### src/mrr_pkg.sv
// Constants shared by the attribute remap and system control logic
//
// Contract
// - Cache enable bit globally enables data and unified caches; resets to 0.
// - Alignment fault checking runs only while the alignment bit is 1; resets 0.
// - Stage 1 translation runs only while the translation bit is 1; resets 0.
// - Swap and swap-byte instructions never cause bus-locked transfers.
// - System control word is read and written at opc1 0, c1, c0, opc2 0.
// - Primary remap needs privilege one or more and short-descriptor format.
// - Remap is banked; Secure copy writes are blocked while lock is high.
// - Bit 24+n selects Outer (0) or Inner (1) for Normal Shareable regions.
// - Bit 19 gives Normal shareability when the shareable attribute is 1.
// - Bit 18 gives Normal shareability when the shareable attribute is 0.
// - Bit 17 gives Device shareability when the shareable attribute is 1.
// - Bit 16 is stored but does not affect behaviour.
// - Field 2n+1:2n maps type: 00 strongly-ordered, 01 device, 10 normal.
// - Index n is {type bit 0, cacheable, bufferable}, 0 to 7.
// - Long format uses indirection low and high instead of both remap registers.
// - Primary remap is reached at opc1 0, c10, c2, opc2 0.
// - Indirection registers give attribute bytes for long-format index values.
// - Indirection registers need privilege one or more and long format.
// - Secure lookups use Secure copies; Non-secure lookups use Non-secure copies.
// - Index bit 2 selects high register; bits 1:0 select the byte lane.
package mrr_pkg;
    // ------------------------------------------------------------
    // Coprocessor move encodings
    // ------------------------------------------------------------
    localparam logic [2:0] OPC1_SYS = 3'h0;
    localparam logic [3:0] CRN_SYSCTL = 4'h1;
    localparam logic [3:0] CRM_SYSCTL = 4'h0;
    localparam logic [3:0] CRN_REMAP = 4'hA;
    localparam logic [3:0] CRM_REMAP = 4'h2;
    localparam logic [2:0] OPC2_FIRST = 3'h0;
    localparam logic [2:0] OPC2_SECOND = 3'h1;
    localparam logic [1:0] PRIV_USER = 2'h0;
    // ------------------------------------------------------------
    // System control word layout
    // ------------------------------------------------------------
    localparam int SC_TRANSLATE = 0;
    localparam int SC_ALIGN = 1;
    localparam int SC_CACHE = 2;
    localparam logic [31:0] SC_WRITE_MASK = 32'h0018_1407;
    localparam logic [31:0] SC_ONES_MASK = 32'h00C5_0878;
    localparam logic [31:0] SC_RESET = 32'h0000_0000;
    // ------------------------------------------------------------
    // Remap layout and memory type codes
    // ------------------------------------------------------------
    localparam logic [4:0] NOS_BASE = 5'h18;
    localparam int NS_ONE_BIT = 19;
    localparam int NS_ZERO_BIT = 18;
    localparam int DS_ONE_BIT = 17;
    localparam int DS_ZERO_BIT = 16;
    localparam logic [31:0] REMAP_RESET = 32'h0000_0000;
    localparam logic [1:0] MT_STRONG = 2'h0;
    localparam logic [1:0] MT_DEVICE = 2'h1;
    localparam logic [1:0] MT_NORMAL = 2'h2;
    localparam logic [3:0] ATTR_DEV_NIB = 4'h0;
    localparam logic [3:0] ATTR_SO_NIB = 4'h0;
endpackage : mrr_pkg

### src/mrr_attr_if.sv
// Lookup carrier between the register file and the attribute decoder
`timescale 1ns/1ps
interface mrr_attr_if;
    logic [31:0] remap;
    logic [31:0] normalRemap;
    logic [31:0] attrLow;
    logic [31:0] attrHigh;
    logic longFmt;
    logic [2:0] index;
    logic shareBit;
    logic [1:0] memType;
    logic mappedShare;
    logic outerShare;
    logic [7:0] attrByte;
    modport regs (output remap, normalRemap, attrLow, attrHigh, longFmt, index, shareBit,
                  input memType, mappedShare, outerShare, attrByte);
    modport lookup (input remap, normalRemap, attrLow, attrHigh, longFmt, index, shareBit,
                    output memType, mappedShare, outerShare, attrByte);
endinterface : mrr_attr_if

### src/mrr_attr_lookup.sv
// Combinational attribute remap for short and long descriptor formats
`timescale 1ns/1ps
module mrr_attr_lookup (
    mrr_attr_if.lookup lk
);
    logic [1:0] typeField;
    logic nosBit;
    logic [4:0] nosPos;
    logic [31:0] attrWord;
    logic [7:0] attrSel;

    always_comb begin
        typeField = lk.remap[{lk.index, 1'b0} +: 2];
        nosPos = mrr_pkg::NOS_BASE + {2'h0, lk.index};
        nosBit = lk.remap[nosPos];
        attrWord = lk.index[2] ? lk.attrHigh : lk.attrLow;
        attrSel = attrWord[{lk.index[1:0], 3'h0} +: 8];
        lk.memType = typeField;
        lk.mappedShare = 1'b0;
        lk.outerShare = 1'b0;
        lk.attrByte = 8'h00;
        if (lk.longFmt) begin
            // Indirection registers replace both remap registers
            lk.attrByte = attrSel;
            lk.mappedShare = lk.shareBit;
            if (attrSel[7:4] != mrr_pkg::ATTR_DEV_NIB) begin
                lk.memType = mrr_pkg::MT_NORMAL;
            end else if (attrSel[3:0] == mrr_pkg::ATTR_SO_NIB) begin
                lk.memType = mrr_pkg::MT_STRONG;
            end else begin
                lk.memType = mrr_pkg::MT_DEVICE;
            end
        end else begin
            unique case (typeField)
                mrr_pkg::MT_NORMAL: begin
                    lk.mappedShare = lk.shareBit ? lk.remap[mrr_pkg::NS_ONE_BIT]
                                                 : lk.remap[mrr_pkg::NS_ZERO_BIT];
                    lk.outerShare = lk.mappedShare && !nosBit;
                end
                // Bit 16 deliberately not consulted: unshared device stays unshared
                mrr_pkg::MT_DEVICE: lk.mappedShare = lk.shareBit && lk.remap[mrr_pkg::DS_ONE_BIT];
                mrr_pkg::MT_STRONG: begin
                    lk.mappedShare = 1'b1;
                    lk.outerShare = 1'b1;
                end
                default: lk.mappedShare = 1'b0;
            endcase
        end
    end
endmodule : mrr_attr_lookup

### src/mrr_bank_reg.sv
// Banked 32-bit register with a Secure and a Non-secure copy
`timescale 1ns/1ps
module mrr_bank_reg #(
    parameter logic [31:0] RESET_VALUE = 32'h0000_0000
) (
    input wire logic mclk,
    input wire logic sys_rst,
    input wire logic wrEn,
    input wire logic wrSecure,
    input wire logic secureLock,
    input wire logic [31:0] wrData,
    output logic [31:0] secValue,
    output logic [31:0] nsValue
);
    logic [31:0] sec_q, sec_d, ns_q, ns_d;

    always_comb begin
        sec_d = sec_q;
        ns_d = ns_q;
        if (wrEn && wrSecure && !secureLock) begin
            sec_d = wrData;
        end
        if (wrEn && !wrSecure) begin
            ns_d = wrData;
        end
    end

    always_ff @(posedge mclk) begin
        if (sys_rst) begin
            sec_q <= RESET_VALUE;
            ns_q <= RESET_VALUE;
        end else begin
            sec_q <= sec_d;
            ns_q <= ns_d;
        end
    end

    assign secValue = sec_q;
    assign nsValue = ns_q;

    chk_secure_locked: assert property (@(posedge mclk) disable iff (sys_rst)
        (wrEn && wrSecure && secureLock) |=> $stable(sec_q))
        else $error("Secure copy changed while locked");
    chk_secure_write: assert property (@(posedge mclk) disable iff (sys_rst)
        (wrEn && wrSecure && !secureLock) |=> (sec_q == $past(wrData)) && $stable(ns_q))
        else $error("Secure write not taken or leaked");
endmodule : mrr_bank_reg

### src/mrr_sysctl_remap.sv
// System control word and memory region attribute remap registers
`timescale 1ns/1ps
module mrr_sysctl_remap (
    input wire logic mclk,
    input wire logic sys_rst,
    input wire logic cpValid,
    input wire logic cpWrite,
    input wire logic [2:0] cpOpc1,
    input wire logic [3:0] cpCrn,
    input wire logic [3:0] cpCrm,
    input wire logic [2:0] cpOpc2,
    input wire logic [31:0] cpWdata,
    input wire logic [1:0] cpPrivLevel,
    input wire logic cpSecure,
    input wire logic longDescFormat,
    input wire logic secureConfigLockInput,
    input wire logic lkRegionTypeBit0,
    input wire logic lkCacheable,
    input wire logic lkBufferable,
    input wire logic lkShareable,
    input wire logic [2:0] lkAttrIndex,
    input wire logic lkSecure,
    output logic [31:0] cpRdata,
    output logic cpRdataValid,
    output logic cpUndef,
    output logic cacheEnable,
    output logic alignCheckEnable,
    output logic translationEnable,
    output logic swapBusLock,
    output logic [1:0] lkMemType,
    output logic lkMappedShare,
    output logic lkOuterShare,
    output logic [7:0] lkAttrByte
);
    // ------------------------------------------------------------
    // Lock pin synchroniser
    // ------------------------------------------------------------
    logic lockS1_q, lockS1_d;
    logic lockS2_q, lockS2_d;
    logic lockS3_q, lockS3_d;
    logic lock_q, lock_d;

    always_comb begin
        lockS1_d = secureConfigLockInput;
        lockS2_d = lockS1_q;
        lockS3_d = lockS2_q;
        lock_d = lock_q;
        // Act only once two samples agree, filters a single glitch
        if (lockS2_q == lockS3_q) begin
            lock_d = lockS3_q;
        end
    end

    always_ff @(posedge mclk) begin
        if (sys_rst) begin
            lockS1_q <= 1'b0;
            lockS2_q <= 1'b0;
            lockS3_q <= 1'b0;
            lock_q <= 1'b0;
        end else begin
            lockS1_q <= lockS1_d;
            lockS2_q <= lockS2_d;
            lockS3_q <= lockS3_d;
            lock_q <= lock_d;
        end
    end

    // ------------------------------------------------------------
    // Move decode
    // ------------------------------------------------------------
    logic hitSysctl, hitFirst, hitSecond, privOk;
    logic accSysctl, accRemap, accNormal, accAttrLo, accAttrHi;

    always_comb begin
        hitSysctl = cpOpc1 == mrr_pkg::OPC1_SYS && cpCrn == mrr_pkg::CRN_SYSCTL
                    && cpCrm == mrr_pkg::CRM_SYSCTL && cpOpc2 == mrr_pkg::OPC2_FIRST;
        hitFirst = cpOpc1 == mrr_pkg::OPC1_SYS && cpCrn == mrr_pkg::CRN_REMAP
                   && cpCrm == mrr_pkg::CRM_REMAP && cpOpc2 == mrr_pkg::OPC2_FIRST;
        hitSecond = cpOpc1 == mrr_pkg::OPC1_SYS && cpCrn == mrr_pkg::CRN_REMAP
                    && cpCrm == mrr_pkg::CRM_REMAP && cpOpc2 == mrr_pkg::OPC2_SECOND;
        privOk = cpPrivLevel != mrr_pkg::PRIV_USER;
        accSysctl = cpValid && hitSysctl && privOk;
        accRemap = cpValid && hitFirst && privOk && !longDescFormat;
        accNormal = cpValid && hitSecond && privOk && !longDescFormat;
        accAttrLo = cpValid && hitFirst && privOk && longDescFormat;
        accAttrHi = cpValid && hitSecond && privOk && longDescFormat;
    end

    // Anything not taken traps to the core as undefined
    assign cpUndef = cpValid && !(accSysctl || accRemap || accNormal || accAttrLo || accAttrHi);

    // ------------------------------------------------------------
    // System control word
    // ------------------------------------------------------------
    logic [31:0] sysctl_q, sysctl_d;
    logic [31:0] sysctlView;

    always_comb begin
        sysctl_d = sysctl_q;
        if (accSysctl && cpWrite) begin
            sysctl_d = cpWdata & mrr_pkg::SC_WRITE_MASK;
        end
    end

    always_ff @(posedge mclk) begin
        if (sys_rst) begin
            sysctl_q <= mrr_pkg::SC_RESET;
        end else begin
            sysctl_q <= sysctl_d;
        end
    end

    assign sysctlView = sysctl_q | mrr_pkg::SC_ONES_MASK;
    assign cacheEnable = sysctl_q[mrr_pkg::SC_CACHE];
    assign alignCheckEnable = sysctl_q[mrr_pkg::SC_ALIGN];
    assign translationEnable = sysctl_q[mrr_pkg::SC_TRANSLATE];
    // Swaps run as plain read then write; no locked bus cycle ever
    assign swapBusLock = 1'b0;

    // ------------------------------------------------------------
    // Banked remap and indirection registers
    // ------------------------------------------------------------
    logic [31:0] remapSec, remapNs, normalSec, normalNs;
    logic [31:0] attrLoSec, attrLoNs, attrHiSec, attrHiNs;

    mrr_bank_reg #(.RESET_VALUE(mrr_pkg::REMAP_RESET)) remapBank (
        .mclk(mclk),
        .sys_rst(sys_rst),
        .wrEn(accRemap && cpWrite),
        .wrSecure(cpSecure),
        .secureLock(lock_q),
        .wrData(cpWdata),
        .secValue(remapSec),
        .nsValue(remapNs)
    );

    mrr_bank_reg #(.RESET_VALUE(mrr_pkg::REMAP_RESET)) normalBank (
        .mclk(mclk),
        .sys_rst(sys_rst),
        .wrEn(accNormal && cpWrite),
        .wrSecure(cpSecure),
        .secureLock(lock_q),
        .wrData(cpWdata),
        .secValue(normalSec),
        .nsValue(normalNs)
    );

    mrr_bank_reg #(.RESET_VALUE(mrr_pkg::REMAP_RESET)) attrLoBank (
        .mclk(mclk),
        .sys_rst(sys_rst),
        .wrEn(accAttrLo && cpWrite),
        .wrSecure(cpSecure),
        .secureLock(lock_q),
        .wrData(cpWdata),
        .secValue(attrLoSec),
        .nsValue(attrLoNs)
    );

    mrr_bank_reg #(.RESET_VALUE(mrr_pkg::REMAP_RESET)) attrHiBank (
        .mclk(mclk),
        .sys_rst(sys_rst),
        .wrEn(accAttrHi && cpWrite),
        .wrSecure(cpSecure),
        .secureLock(lock_q),
        .wrData(cpWdata),
        .secValue(attrHiSec),
        .nsValue(attrHiNs)
    );

    // ------------------------------------------------------------
    // Read return
    // ------------------------------------------------------------
    logic [31:0] rdata_q, rdata_d;
    logic rvalid_q, rvalid_d;

    always_comb begin
        rdata_d = rdata_q;
        rvalid_d = 1'b0;
        if (cpValid && !cpWrite && !cpUndef) begin
            rvalid_d = 1'b1;
            unique case (1'b1)
                accSysctl: rdata_d = sysctlView;
                accRemap: rdata_d = cpSecure ? remapSec : remapNs;
                accNormal: rdata_d = cpSecure ? normalSec : normalNs;
                accAttrLo: rdata_d = cpSecure ? attrLoSec : attrLoNs;
                accAttrHi: rdata_d = cpSecure ? attrHiSec : attrHiNs;
            endcase
        end
    end

    always_ff @(posedge mclk) begin
        if (sys_rst) begin
            rdata_q <= 32'h0000_0000;
            rvalid_q <= 1'b0;
        end else begin
            rdata_q <= rdata_d;
            rvalid_q <= rvalid_d;
        end
    end

    assign cpRdata = rdata_q;
    assign cpRdataValid = rvalid_q;

    // ------------------------------------------------------------
    // Attribute lookup
    // ------------------------------------------------------------
    mrr_attr_if attrBus ();

    always_comb begin
        attrBus.remap = lkSecure ? remapSec : remapNs;
        attrBus.normalRemap = lkSecure ? normalSec : normalNs;
        attrBus.attrLow = lkSecure ? attrLoSec : attrLoNs;
        attrBus.attrHigh = lkSecure ? attrHiSec : attrHiNs;
        attrBus.longFmt = longDescFormat;
        attrBus.index = longDescFormat ? lkAttrIndex
                                       : {lkRegionTypeBit0, lkCacheable, lkBufferable};
        attrBus.shareBit = lkShareable;
    end

    mrr_attr_lookup attrDecode (
        .lk(attrBus.lookup)
    );

    assign lkMemType = attrBus.memType;
    assign lkMappedShare = attrBus.mappedShare;
    assign lkOuterShare = attrBus.outerShare;
    assign lkAttrByte = attrBus.attrByte;

    // ------------------------------------------------------------
    // Checks
    // ------------------------------------------------------------
    chk_enables_reset: assert property (@(posedge mclk)
        sys_rst |=> !cacheEnable && !alignCheckEnable && !translationEnable)
        else $error("Enables not clear after reset");

    chk_cache_write: assert property (@(posedge mclk) disable iff (sys_rst)
        (accSysctl && cpWrite) |=> cacheEnable == $past(cpWdata[mrr_pkg::SC_CACHE]))
        else $error("Cache enable did not follow write");

    chk_align_write: assert property (@(posedge mclk) disable iff (sys_rst)
        (accSysctl && cpWrite) |=> alignCheckEnable == $past(cpWdata[mrr_pkg::SC_ALIGN]))
        else $error("Alignment enable did not follow write");

    chk_xlat_write: assert property (@(posedge mclk) disable iff (sys_rst)
        (accSysctl && cpWrite) |=> translationEnable == $past(cpWdata[mrr_pkg::SC_TRANSLATE]))
        else $error("Translation enable did not follow write");

    chk_xlat_hold: assert property (@(posedge mclk) disable iff (sys_rst)
        !(accSysctl && cpWrite) |=> $stable(translationEnable))
        else $error("Translation enable moved without write");

    chk_no_lock: assert property (@(posedge mclk) disable iff (sys_rst)
        !swapBusLock)
        else $error("Locked transfer requested");

    chk_sysctl_read: assert property (@(posedge mclk) disable iff (sys_rst)
        (accSysctl && !cpWrite) |=> cpRdataValid && cpRdata == $past(sysctlView))
        else $error("System control read wrong");

    chk_read_pulse: assert property (@(posedge mclk) disable iff (sys_rst)
        !(cpValid && !cpWrite && !cpUndef) |=> !cpRdataValid)
        else $error("Read valid without a taken read");

    chk_remap_guard: assert property (@(posedge mclk) disable iff (sys_rst)
        (cpValid && hitFirst && (cpPrivLevel == mrr_pkg::PRIV_USER)) |-> cpUndef ##1 !cpRdataValid)
        else $error("Remap reachable without privilege");

    chk_user_refused: assert property (@(posedge mclk) disable iff (sys_rst)
        (cpValid && !privOk) |-> cpUndef)
        else $error("Unprivileged move not refused");

    chk_remap_long: assert property (@(posedge mclk) disable iff (sys_rst)
        (cpValid && hitFirst && privOk) |-> (accRemap != longDescFormat) && (accAttrLo == longDescFormat))
        else $error("Format gate wrong");

    chk_remap_read: assert property (@(posedge mclk) disable iff (sys_rst)
        (accRemap && !cpWrite && !cpSecure) |=> cpRdata == $past(remapNs))
        else $error("Remap read wrong");

    chk_type_map: assert property (@(posedge mclk) disable iff (sys_rst)
        !longDescFormat |-> lkMemType == attrBus.remap[{lkRegionTypeBit0, lkCacheable, lkBufferable, 1'b0} +: 2])
        else $error("Memory type mismatch");

    chk_normal_share: assert property (@(posedge mclk) disable iff (sys_rst)
        (!longDescFormat && lkMemType == mrr_pkg::MT_NORMAL)
        |-> lkMappedShare == attrBus.remap[lkShareable ? mrr_pkg::NS_ONE_BIT : mrr_pkg::NS_ZERO_BIT])
        else $error("Normal shareability mismatch");

    chk_device_share: assert property (@(posedge mclk) disable iff (sys_rst)
        (!longDescFormat && lkMemType == mrr_pkg::MT_DEVICE)
        |-> lkMappedShare == (lkShareable && attrBus.remap[mrr_pkg::DS_ONE_BIT]) && !lkOuterShare)
        else $error("Device shareability mismatch");

    chk_attr_byte: assert property (@(posedge mclk) disable iff (sys_rst)
        (longDescFormat && lkAttrIndex == 3'h5) |-> lkAttrByte == attrBus.attrHigh[15:8])
        else $error("Attribute byte lane wrong");

    chk_long_strong: assert property (@(posedge mclk) disable iff (sys_rst)
        (longDescFormat && lkMemType == mrr_pkg::MT_STRONG)
        |-> lkAttrByte == {mrr_pkg::ATTR_DEV_NIB, mrr_pkg::ATTR_SO_NIB})
        else $error("Strongly-ordered from a non-zero attribute");

    chk_lock_agree: assert property (@(posedge mclk) disable iff (sys_rst)
        (lockS2_q == lockS3_q) |=> lock_q == $past(lockS3_q))
        else $error("Lock did not follow agreeing samples");
endmodule : mrr_sysctl_remap
### config.mk
export PLATFORM = sky130hd
export DESIGN_NAME = mrr_sysctl_remap
export DESIGN_NICKNAME = d
export VERILOG_FILES = /design/src/mrr_pkg.sv /design/src/mrr_attr_if.sv /design/src/mrr_attr_lookup.sv /design/src/mrr_bank_reg.sv /design/src/mrr_sysctl_remap.sv
export SDC_FILE = /design/constraint.sdc
export NUM_CORES = 1
export LEC_CHECK = 0
export BUFFER_PORTS_ARGS = -buffer_cell sky130_fd_sc_hd__buf_2
export CAP_MARGIN = 20
export CORE_MARGIN = 10
export CORE_UTILIZATION = 60
export DETAILED_ROUTE_END_ITERATION = 10
export PLACE_DENSITY = 0.92
export SLEW_MARGIN = 20
export SYNTH_ARGS = -nofsm -noshare
export SYNTH_HDL_FRONTEND = slang
export SYNTH_SLANG_ARGS = --single-unit
### constraint.sdc
create_clock -name mclk -period 3.05 [get_ports mclk]
set_input_delay 0 -clock mclk [delete_from_list [all_inputs] [get_ports mclk]]
set_output_delay 0 -clock mclk [all_outputs]
set_load 0.02 [all_outputs]
# After elaboration in Yosys (flattened, before gate mapping)
# Cells that the tools add are included.
[totals]
regBits = 300
inputBits = 63
out_inout_bits = 50
[classes]
addsub = 1
n_lt_le_gt_ge = 1
eq_ne = 7
shifts = 2
muxes = 22
n_reduce_logical = 57
[ops]
columns = ["operator", "n"]
rows = [
  ["$mux 32", 8],
  ["$pmux 32 s5", 1],
  ["$logic_and 1x1->1", 39],
  ["$shiftx 32x5->2", 1],
  ["$shiftx 32x6->8", 1],
  ["$logic_not 4->1", 2],
  ["$mux 8", 1],
  ["$logic_not 1->1", 7],
  ["$logic_not 3->1", 2],
  ["$lt 5x6->1 const B", 1],
  ["$mux 1", 6],
  ["$add 4x4->5 const A", 1],
  ["$bmux 1 s5", 1],
  ["$eq 4x1->1 const B", 1],
  ["$eq 4x2->1 const B", 1],
  ["$eq 4x4->1 const B", 1],
  ["$logic_or 1x1->1", 4],
  ["$mux 2", 2],
  ["$reduce_bool 4->1", 1],
  ["$eq 3x1->1 const B", 1],
  ["$mux 3", 1],
  ["$pmux 1 s3", 1],
  ["$eq 2x1->1 const B", 1],
  ["$eq 2x2->1 const B", 1],
  ["other kinds (4)", 4],
]

# Longest topological paths before layout
# Gate-level depths: netlist of the first run.
[depth]
depth_word = 16
depth_mapped = 12

# Cells and area by module
# A second synthesis of the first run with hierarchy kept.
[hier_totals]
hier_cells = 1678
hier_area_um2 = 15250.9
[by_module_without_submodules]
columns = ["module", "instances", "cells_per_inst", "area_per_inst_um2", "seq_area_each_um2"]
rows = [
  ["mrr_bank_reg", 4, 281, 2331.0, 1281.2],
  ["mrr_sysctl_remap", 1, 493, 5118.7, 880.8],
  ["mrr_attr_lookup", 1, 61, 808.3, 0.0],
]

# Least setup slack after synthesis of the first run
# OpenSTA, ideal clock, no wires.
[synth_path]
path_kind = "input-to-output"
from = "input longDescFormat"
to = "output lkMemType[0]"
arrival_time_ps = 2340
t_required_ps = 3050
path_slack_ps = 710
path_stages = 10
n_path_buf = 4
cell_sequence = "buf_4 > mux2i_1 > buf_6 > buf_6 > buf_2 > mux4_2 > a22oi_1 > nand3_1 > nor4_1 > a22o_1"
[synth_between]
elab_chain_cells = 7
word_cells_on_any_way = 9
[synth_lines]
columns = ["item", "line", "text"]
rows = [
  ["from (decl)", "mrr_sysctl_remap.sv:15", "input wire logic longDescFormat,"],
  ["$mux 3", "mrr_sysctl_remap.sv:215", "attrBus.index = longDescFormat ? lkAttrIndex"],
  ["$mux 32", "mrr_attr_lookup.sv:16", "attrWord = lk.index[2] ? lk.attrHigh : lk.attrLow;"],
  ["$shiftx 32x6->8", "mrr_attr_lookup.sv:17", "attrSel = attrWord[{lk.index[1:0], 3'h0} +: 8];"],
  ["$logic_not 4->1", "mrr_attr_lookup.sv:28", "end else if (attrSel[3:0] == mrr_pkg::ATTR_SO_NIB) begin"],
  ["$mux 1", "mrr_attr_lookup.sv:28", ""],
  ["$mux 2", "mrr_attr_lookup.sv:26", "if (attrSel[7:4] != mrr_pkg::ATTR_DEV_NIB) begin"],
  ["$mux 2 *", "mrr_attr_lookup.sv:22", "if (lk.longFmt) begin"],
  ["to (decl)", "mrr_sysctl_remap.sv:30", "output logic [1:0] lkMemType,"],
]
# Every way passes the cells marked *; elsewhere a longest branch is shown, timed or not.

# Worst setup path in the final report of the first run
[layout_path]
from = "register attrLoBank.sec_q[3] (netlist: attrLoBank.secValue[3])"
to = "output lkMemType[0]"
[layout_between]
elab_chain_cells = 7
[layout_lines]
columns = ["item", "line", "text"]
rows = [
  ["from (decl)", "mrr_bank_reg.sv:15", "logic [31:0] sec_q, sec_d, ns_q, ns_d;"],
  ["from (signal assigned)", "mrr_bank_reg.sv:30", "sec_q <= RESET_VALUE;"],
  ["from (signal assigned)", "mrr_bank_reg.sv:33", "sec_q <= sec_d;"],
  ["$mux 32", "mrr_sysctl_remap.sv:212", "attrBus.attrLow = lkSecure ? attrLoSec : attrLoNs;"],
  ["$mux 32", "mrr_attr_lookup.sv:16", ""],
  ["$shiftx 32x6->8", "mrr_attr_lookup.sv:17", ""],
  ["$logic_not 4->1", "mrr_attr_lookup.sv:28", ""],
  ["$mux 1", "mrr_attr_lookup.sv:28", ""],
  ["$mux 2", "mrr_attr_lookup.sv:26", ""],
  ["$mux 2", "mrr_attr_lookup.sv:22", ""],
]
# Every way passes these cells.

==> results.sh, run 1 <==
export IMPL_status="completed"
export IMPL_port_buffers=111
export IMPL_row_count=56
export IMPL_globalRouteOverflowTotal=0
export IMPL_fin_crit_ns=2.81
export IMPL_total_leakage_power_nw=5.64
export IMPL_share_comb_of_total_power=0.070
export IMPL_vias=13900
export IMPL_slew_headroom=0.435
export IMPL_synth_compound_area_frac=0.139
export IMPL_required_ns=3.05
export IMPL_synthFlopType="dfxtp_1"
export IMPL_async_flop_share=0
export IMPL_io_pins=113
export IMPL_drive_above_1_share=0.152
export IMPL_rsz0062_at_grt="false"
export IMPL_dr_pass1_iters=8
export IMPL_crit_chain="mux4_2, a22oi_1, nand2_1, or4_1, a22o_1, buf_2"
export IMPL_clkPwrFrac=0.443
export IMPL_gp_congestion=0.987
export IMPL_dr_first_iter_drc_count=2234
export IMPL_clkSinkCount=300
export IMPL_synth_top_family_by_area="simple AND/OR/NAND/NOR gates"
export IMPL_dp_hpwl_um=32000
export IMPL_drc=0
export IMPL_fin_cells=2134
export IMPL_grt_pass1_wl_um=75800
export IMPL_worst_slew_pin_slew_ns=0.845
export IMPL_netSwitchingFraction=0.235
export IMPL_clockBufferDepth=3
export IMPL_dp_slack_ns=0.347
export IMPL_critPathLaunchType="flop"
export IMPL_synth_seq_cells=300
export IMPL_path_class="flop to primary output"
export IMPL_finalHoldViolCount=0
export IMPL_fin_nets=1860
export IMPL_clock_latency_ns=0.56
export IMPL_fin_crit_sh=0.920
export IMPL_synth_xor_area_frac=0
export IMPL_cp_max_fo=3
export IMPL_root_buffer="clkbuf_16"
export IMPL_powerDensity_nw_per_um2=503
export IMPL_fillers=1785
export IMPL_multi_input_area_um2=7370
export IMPL_diodes=0
export IMPL_die_w_um=173
export IMPL_cts_buffers=29
export IMPL_ys_seq_area_frac=0.426
export IMPL_synth_nets=1792
export IMPL_path_buf_inv=1
export IMPL_die_height_um=173
export IMPL_placed_cells=2051
export IMPL_clk_pin_slew_ns=0.07
export IMPL_grt_pass1_vias=13400
export IMPL_synth_fa_ha_area_frac=0
export IMPL_grt_max_degree=134
export IMPL_setup_viol_count_final=0
export IMPL_area_growth_syn_to_layout_pct=13.8
export IMPL_synthMuxAreaShare=0.176
export IMPL_syn_area_um2=14100
export IMPL_power_mw=8.07
export IMPL_power_switching_mw=1.90
export IMPL_max_freq_mhz=356
export IMPL_seq_power_share=0.487
export IMPL_yosys_warnings=0
export IMPL_fin_ws_ns=0.243
export IMPL_core_um2=23300
export IMPL_yosys_cell_types_count=42
export IMPL_synth_edf_count=0
export IMPL_cts_resized=0
export IMPL_grt_util_all_layers=0.312
export IMPL_regArea_um2=6010
export IMPL_ctsHtreeMaxLevel=1
export IMPL_p_int_mw=6.17
export IMPL_syn_instance_count=1729
export IMPL_worstPathArrival_ns=2.81
export IMPL_maxCapViolations=0
export IMPL_cp_slowest_cell="or4_1"
export IMPL_setup_worst_path_end_class="primary output"
export IMPL_hold_path_class="input pin to flop"
export IMPL_cp_slowest_stage_delay_ns=0.57
export IMPL_cp_top_family="simple AND/OR/NAND/NOR gates"
export IMPL_final_max_slew_viol_count=0
export IMPL_antenna_found_initial=0
export IMPL_ir_worst_vdd_mv=0.441
export IMPL_ant_nets=0
export IMPL_fin_tns_setup_ns=0
export IMPL_syn_area_per_cell_um2=8.15
export IMPL_routed_wl_um=49100
export IMPL_skew_ns=0.00961
export IMPL_fp_dieArea_um2=30000
export IMPL_wl_per_cell_um=23.0
export IMPL_cts_tree="done"
export IMPL_initial_utilization=0.606
export IMPL_worst_hold_slack_ns=0.0158
export IMPL_vias_per_cell=6.50
export IMPL_synthSimpleGateAreaFrac=0.204
## power by group through the flow
stage / Clock, mW / Sequential [mW] / Combinational [mW]
floorplan: 0 / 4.02 / 0.358
global placement: 0 / 4.02 / 0.510
detailed placement: 0 / 4.02 / 0.515
CTS: 3.56 / 3.93 / 0.551
global route: 3.72 / 3.93 / 0.596
finish: 3.58 / 3.93 / 0.569
## layer usage
metal / global-route usage / wire length (µm) / up-vias
met3: 0.0839 / 7140 / 244
met4: 0.144 / 2430 / 0
met1: 0.403 / 18100 / 6417
met5: 0 / 0 / -
met2: 0.479 / 21500 / 1183
li1: - / - / 6020
## worst paths after layout
path / startpoint / slack (ns) / end / cells after the start
worst max-delay path: attrLoBank.secValue[3]$_SDFFE_PP0P_ / 0.24 / lkMemType[0] / 6
worst min-delay path: sys_rst / 0.02 / sysctl_q[12]$_SDFFE_PP0P_ / 2
worst max register to register: attrHiBank.secValue[3]$_SDFFE_PP0P_ / 1.30 / cpRdata[3]$_SDFFE_PP0P_ / 3
worst min register to register: cpRdata[21]$_SDFFE_PP0P_ / 0.43 / cpRdata[21]$_SDFFE_PP0P_ / 2
## cell type report
cell class	instances	share of cell area
Sequential cell	300	0.374
Multi-Input combinational cell	1263	0.459
Clock buffer	44	0.0525
Tap cell	319	0.0249
Timing Repair Buffer	198	0.0831
Clock inverter	5	0.00468
Inverter	5	0.00117
## Yosys cell counts (13+ instances only)
master | n | area [µm²]
o21ai_0 | 22 | 110
dfxtp_1 | 300 | 6010
nor2_1 | 50 | 188
a21oi_1 | 270 | 1350
o22ai_1 | 36 | 225
nand3_1 | 13 | 65.1
buf_4 | 27 | 203
buf_2 | 17 | 85.1
nand2_1 | 601 | 2260
nor3_1 | 19 | 95.1
clkbuf_1 | 107 | 402
mux2i_1 | 114 | 1140
mux4_2 | 58 | 1310
## worst reg2reg max path, stage by stage (launching register included)
cell and delay (ns):
dfxtp_1 0.36, mux4_2 0.48, a2111oi_0 0.68, nor3_1 0.09
## registers in the layout (all words and copies together) (netlist names), 7 cells and up
signal               flops
remapBank.nsValue       32
normalBank.secValue     32
cpRdata                 32
remapBank.secValue      32
normalBank.nsValue      32
attrHiBank.nsValue      32
attrLoBank.secValue     32
sysctl_q                 7
attrHiBank.secValue     32
attrLoBank.nsValue      32
## metrics by stage
stage,utilization,area (µm²)
finish,0.690,16000
global route,0.690,16000
CTS,0.690,16000
detailed placement,0.636,14800
global placement,0.636,14800
floorplan,-,14100
## cells by family after synthesis
logic type / after synthesis
buf+inv: 166
flops: 300
mux: 175
simple gates: 725
compound gates: 362
other cells: 1
## cells in the final DEF (no fill, tap or decap), types with 29 or more instances in the layout
master         netlist  routed
nor2_1              50      42
dlygate4sd3_1        0      34
clkbuf_16            0      29
a21oi_1            270     270
mux2i_1            114     113
dfxtp_1            300     300
o22ai_1             36      36
buf_2               17     109
buf_4               27      51
nand2_1            601     601
mux4_2              58      58
## what timing repair did
action,CTS,global route
setup buffers,0,0
hold endpoints to repair,265,0
hold buffers,34,0
Power figures use the tool's default switching activity.
==> inputs of run 2 (changes only) <==
- BUFFER_PORTS_ARGS: -buffer_cell sky130_fd_sc_hd__buf_2 -> -buffer_cell sky130_fd_sc_hd__buf_4
==> run 2 against run 1 <==
Wire length increased by 2.9%. Via count increased by 1.3%. Global-route usage increased by 0.64 points. Utilization increased by 1.6 points. Critical path depth unchanged. Total power increased by 1.8%. Sequential share of layout area decreased by 0.83 points. Design area increased by 2.3%. Setup slack improved by 0.011 ns. Register-to-register slack got worse by 0.27 ns. Critical endpoint unchanged.
==> results.sh, run 2 (synthesis gave the netlist of run 1 again) <==
export IMPL_cts_buffers=30
export IMPL_routed_wl_um=50500
export IMPL_area_growth_syn_to_layout_pct=16.4
export IMPL_grt_max_degree=147
export IMPL_ctsHtreeMaxLevel=1
export IMPL_cp_top_family="compound AO/OA/AOI/OAI gates"
export IMPL_drive_above_1_share=0.156
export IMPL_worstPathArrival_ns=2.80
export IMPL_clkPwrFrac=0.449
export IMPL_vias=14000
export IMPL_row_count=56
export IMPL_antenna_found_initial=0
export IMPL_root_buffer="clkbuf_16"
export IMPL_ir_worst_vdd_mv=0.502
export IMPL_fp_dieArea_um2=30000
export IMPL_dr_pass1_iters=6
export IMPL_slew_headroom=0.331
export IMPL_grt_pass1_vias=13600
export IMPL_grt_util_all_layers=0.318
export IMPL_initial_utilization=0.606
export IMPL_cp_slowest_stage_delay_ns=0.51
export IMPL_post_cts_buffers=0
export IMPL_setup_worst_path_end_class="primary output"
export IMPL_powerDensity_nw_per_um2=501
export IMPL_cp_slowest_cell="mux4_2"
export IMPL_die_height_um=173
export IMPL_vias_per_cell=6.56
export IMPL_placed_area_um2=15000
export IMPL_port_buffers=111
export IMPL_path_buf_inv=1
export IMPL_r2r_slack_ns=1.03
export IMPL_grt_pass1_wl_um=77400
export IMPL_clkSinkCount=300
export IMPL_final_max_slew_viol_count=0
export IMPL_power_switching_mw=1.97
export IMPL_clockBufferDepth=3
export IMPL_critPathLaunchType="flop"
export IMPL_io_pins=113
export IMPL_dp_hpwl_um=33100
export IMPL_p_int_mw=6.25
export IMPL_crit_chain="mux4_2, a22oi_1, nand2_1, or4_1, a22o_1, buf_4"
export IMPL_maxCapViolations=0
export IMPL_setup_viol_count_final=0
export IMPL_diodes=0
export IMPL_total_leakage_power_nw=5.73
export IMPL_status="completed"
export IMPL_core_um2=23300
export IMPL_fin_crit_ns=2.80
export IMPL_most_common_layout_cells="nand2_1 (601), dfxtp_1 (300), a21oi_1 (270)"
export IMPL_skew_ns=0.0217
export IMPL_clock_latency_ns=0.57
export IMPL_fin_crit_sh=0.917
export IMPL_ant_nets=0
export IMPL_cts_hold_buffers=37
export IMPL_path_class="flop to primary output"
export IMPL_fin_tns_setup_ns=0
export IMPL_seq_power_share=0.478
export IMPL_required_ns=3.05
export IMPL_finalHoldViolCount=0
export IMPL_dp_slack_ns=0.367
export IMPL_drc=0
export IMPL_share_comb_of_total_power=0.073
export IMPL_design_area_um2=16400
export IMPL_hold_path_class="input pin to flop"
export IMPL_fin_nets=1861
export IMPL_max_freq_mhz=358
export IMPL_netSwitchingFraction=0.240
export IMPL_fin_ws_ns=0.254
export IMPL_worst_slew_pin_slew_ns=1.00
export IMPL_layout_commonest_cell="nand2_1"
export IMPL_cts_tree="done"
export IMPL_wl_per_cell_um=23.6
export IMPL_gp_congestion=1.07
export IMPL_dr_first_iter_drc_count=2606
export IMPL_rsz0062_at_grt="false"
export IMPL_clk_pin_slew_ns=0.06
export IMPL_die_w_um=173
export IMPL_globalRouteOverflowTotal=0
export IMPL_cts_resized=0
export IMPL_cp_max_fo=3
==> run 2: cell types whose count changed in the layout (fill, tap and decap cells not counted), sizes merged <==
cell and change:
buf -3, bufinv -2, clkbuf +1, clkinv +3, clkinvlp +3, dlygate4sd3 +3, inv +1
==> run 2: routing by layer <==
metal / vias up / part of all wire / global-route usage
li1: 6024 / - / -
met1: 6437 / 0.35 / 0.387
met2: 1270 / 0.43 / 0.487
met3: 311 / 0.16 / 0.112
met4: 0 / 0.062 / 0.170
met5: - / 0 / 0
==> run 2: area by class of cell <==
type | instances | area [µm²]
clock buffer | 45 | 928
clock inverter | 10 | 61.3
fill | 1738 | 6850
inverter | 5 | 18.8
multi-input combinational | 1263 | 7370
sequential | 300 | 6010
tap | 319 | 399
timing repair buffer | 198 | 1630
==> run 2: worst min-delay path, stage by stage <==
cell      delay (ns)
buf_4           0.11
nand2b_1        0.15
or2_2           0.23
nor2_1          0.05
==> run 2: final timing paths <==
path,startpoint,end,cells after the start
worst max register to register,lock_q$_SDFFE_PP0N_,attrHiBank.secValue[5]$_SDFFE_PP0P_,6
worst max-delay path,attrHiBank.secValue[1]$_SDFFE_PP0P_,lkMemType[0],6
worst min register to register,cpRdata[15]$_SDFFE_PP0P_,cpRdata[15]$_SDFFE_PP0P_,2
worst min-delay path,cpWrite,cpRdataValid$_SDFF_PP0_,4
==> run 2: power groups by stage <==
| stage | Combinational (mW) | Sequential, mW | Clock, mW |
|---|---|---|---|
| 3_3_place_gp | 0.534 | 4.02 | 0 |
| 5_1_grt | 0.621 | 3.93 | 3.84 |
| 3_5_place_dp | 0.542 | 4.02 | 0 |
| 4_1_cts | 0.581 | 3.93 | 3.67 |
| 6_report | 0.599 | 3.93 | 3.69 |
| 2_1_floorplan | 0.358 | 4.02 | 0 |
==> run 2: stage by stage <==
step	cells	power, mW	utilization	hold WS, ns
final	2140	8.22	0.705	0.0199
after global routing	2140	8.39	0.705	0.0733
after CTS	2140	8.18	0.705	0.0117
after detailed placement	2048	4.56	0.647	0.255
after global placement	2048	4.55	0.647	0.219
after floorplan	1729	4.38	-	0.128
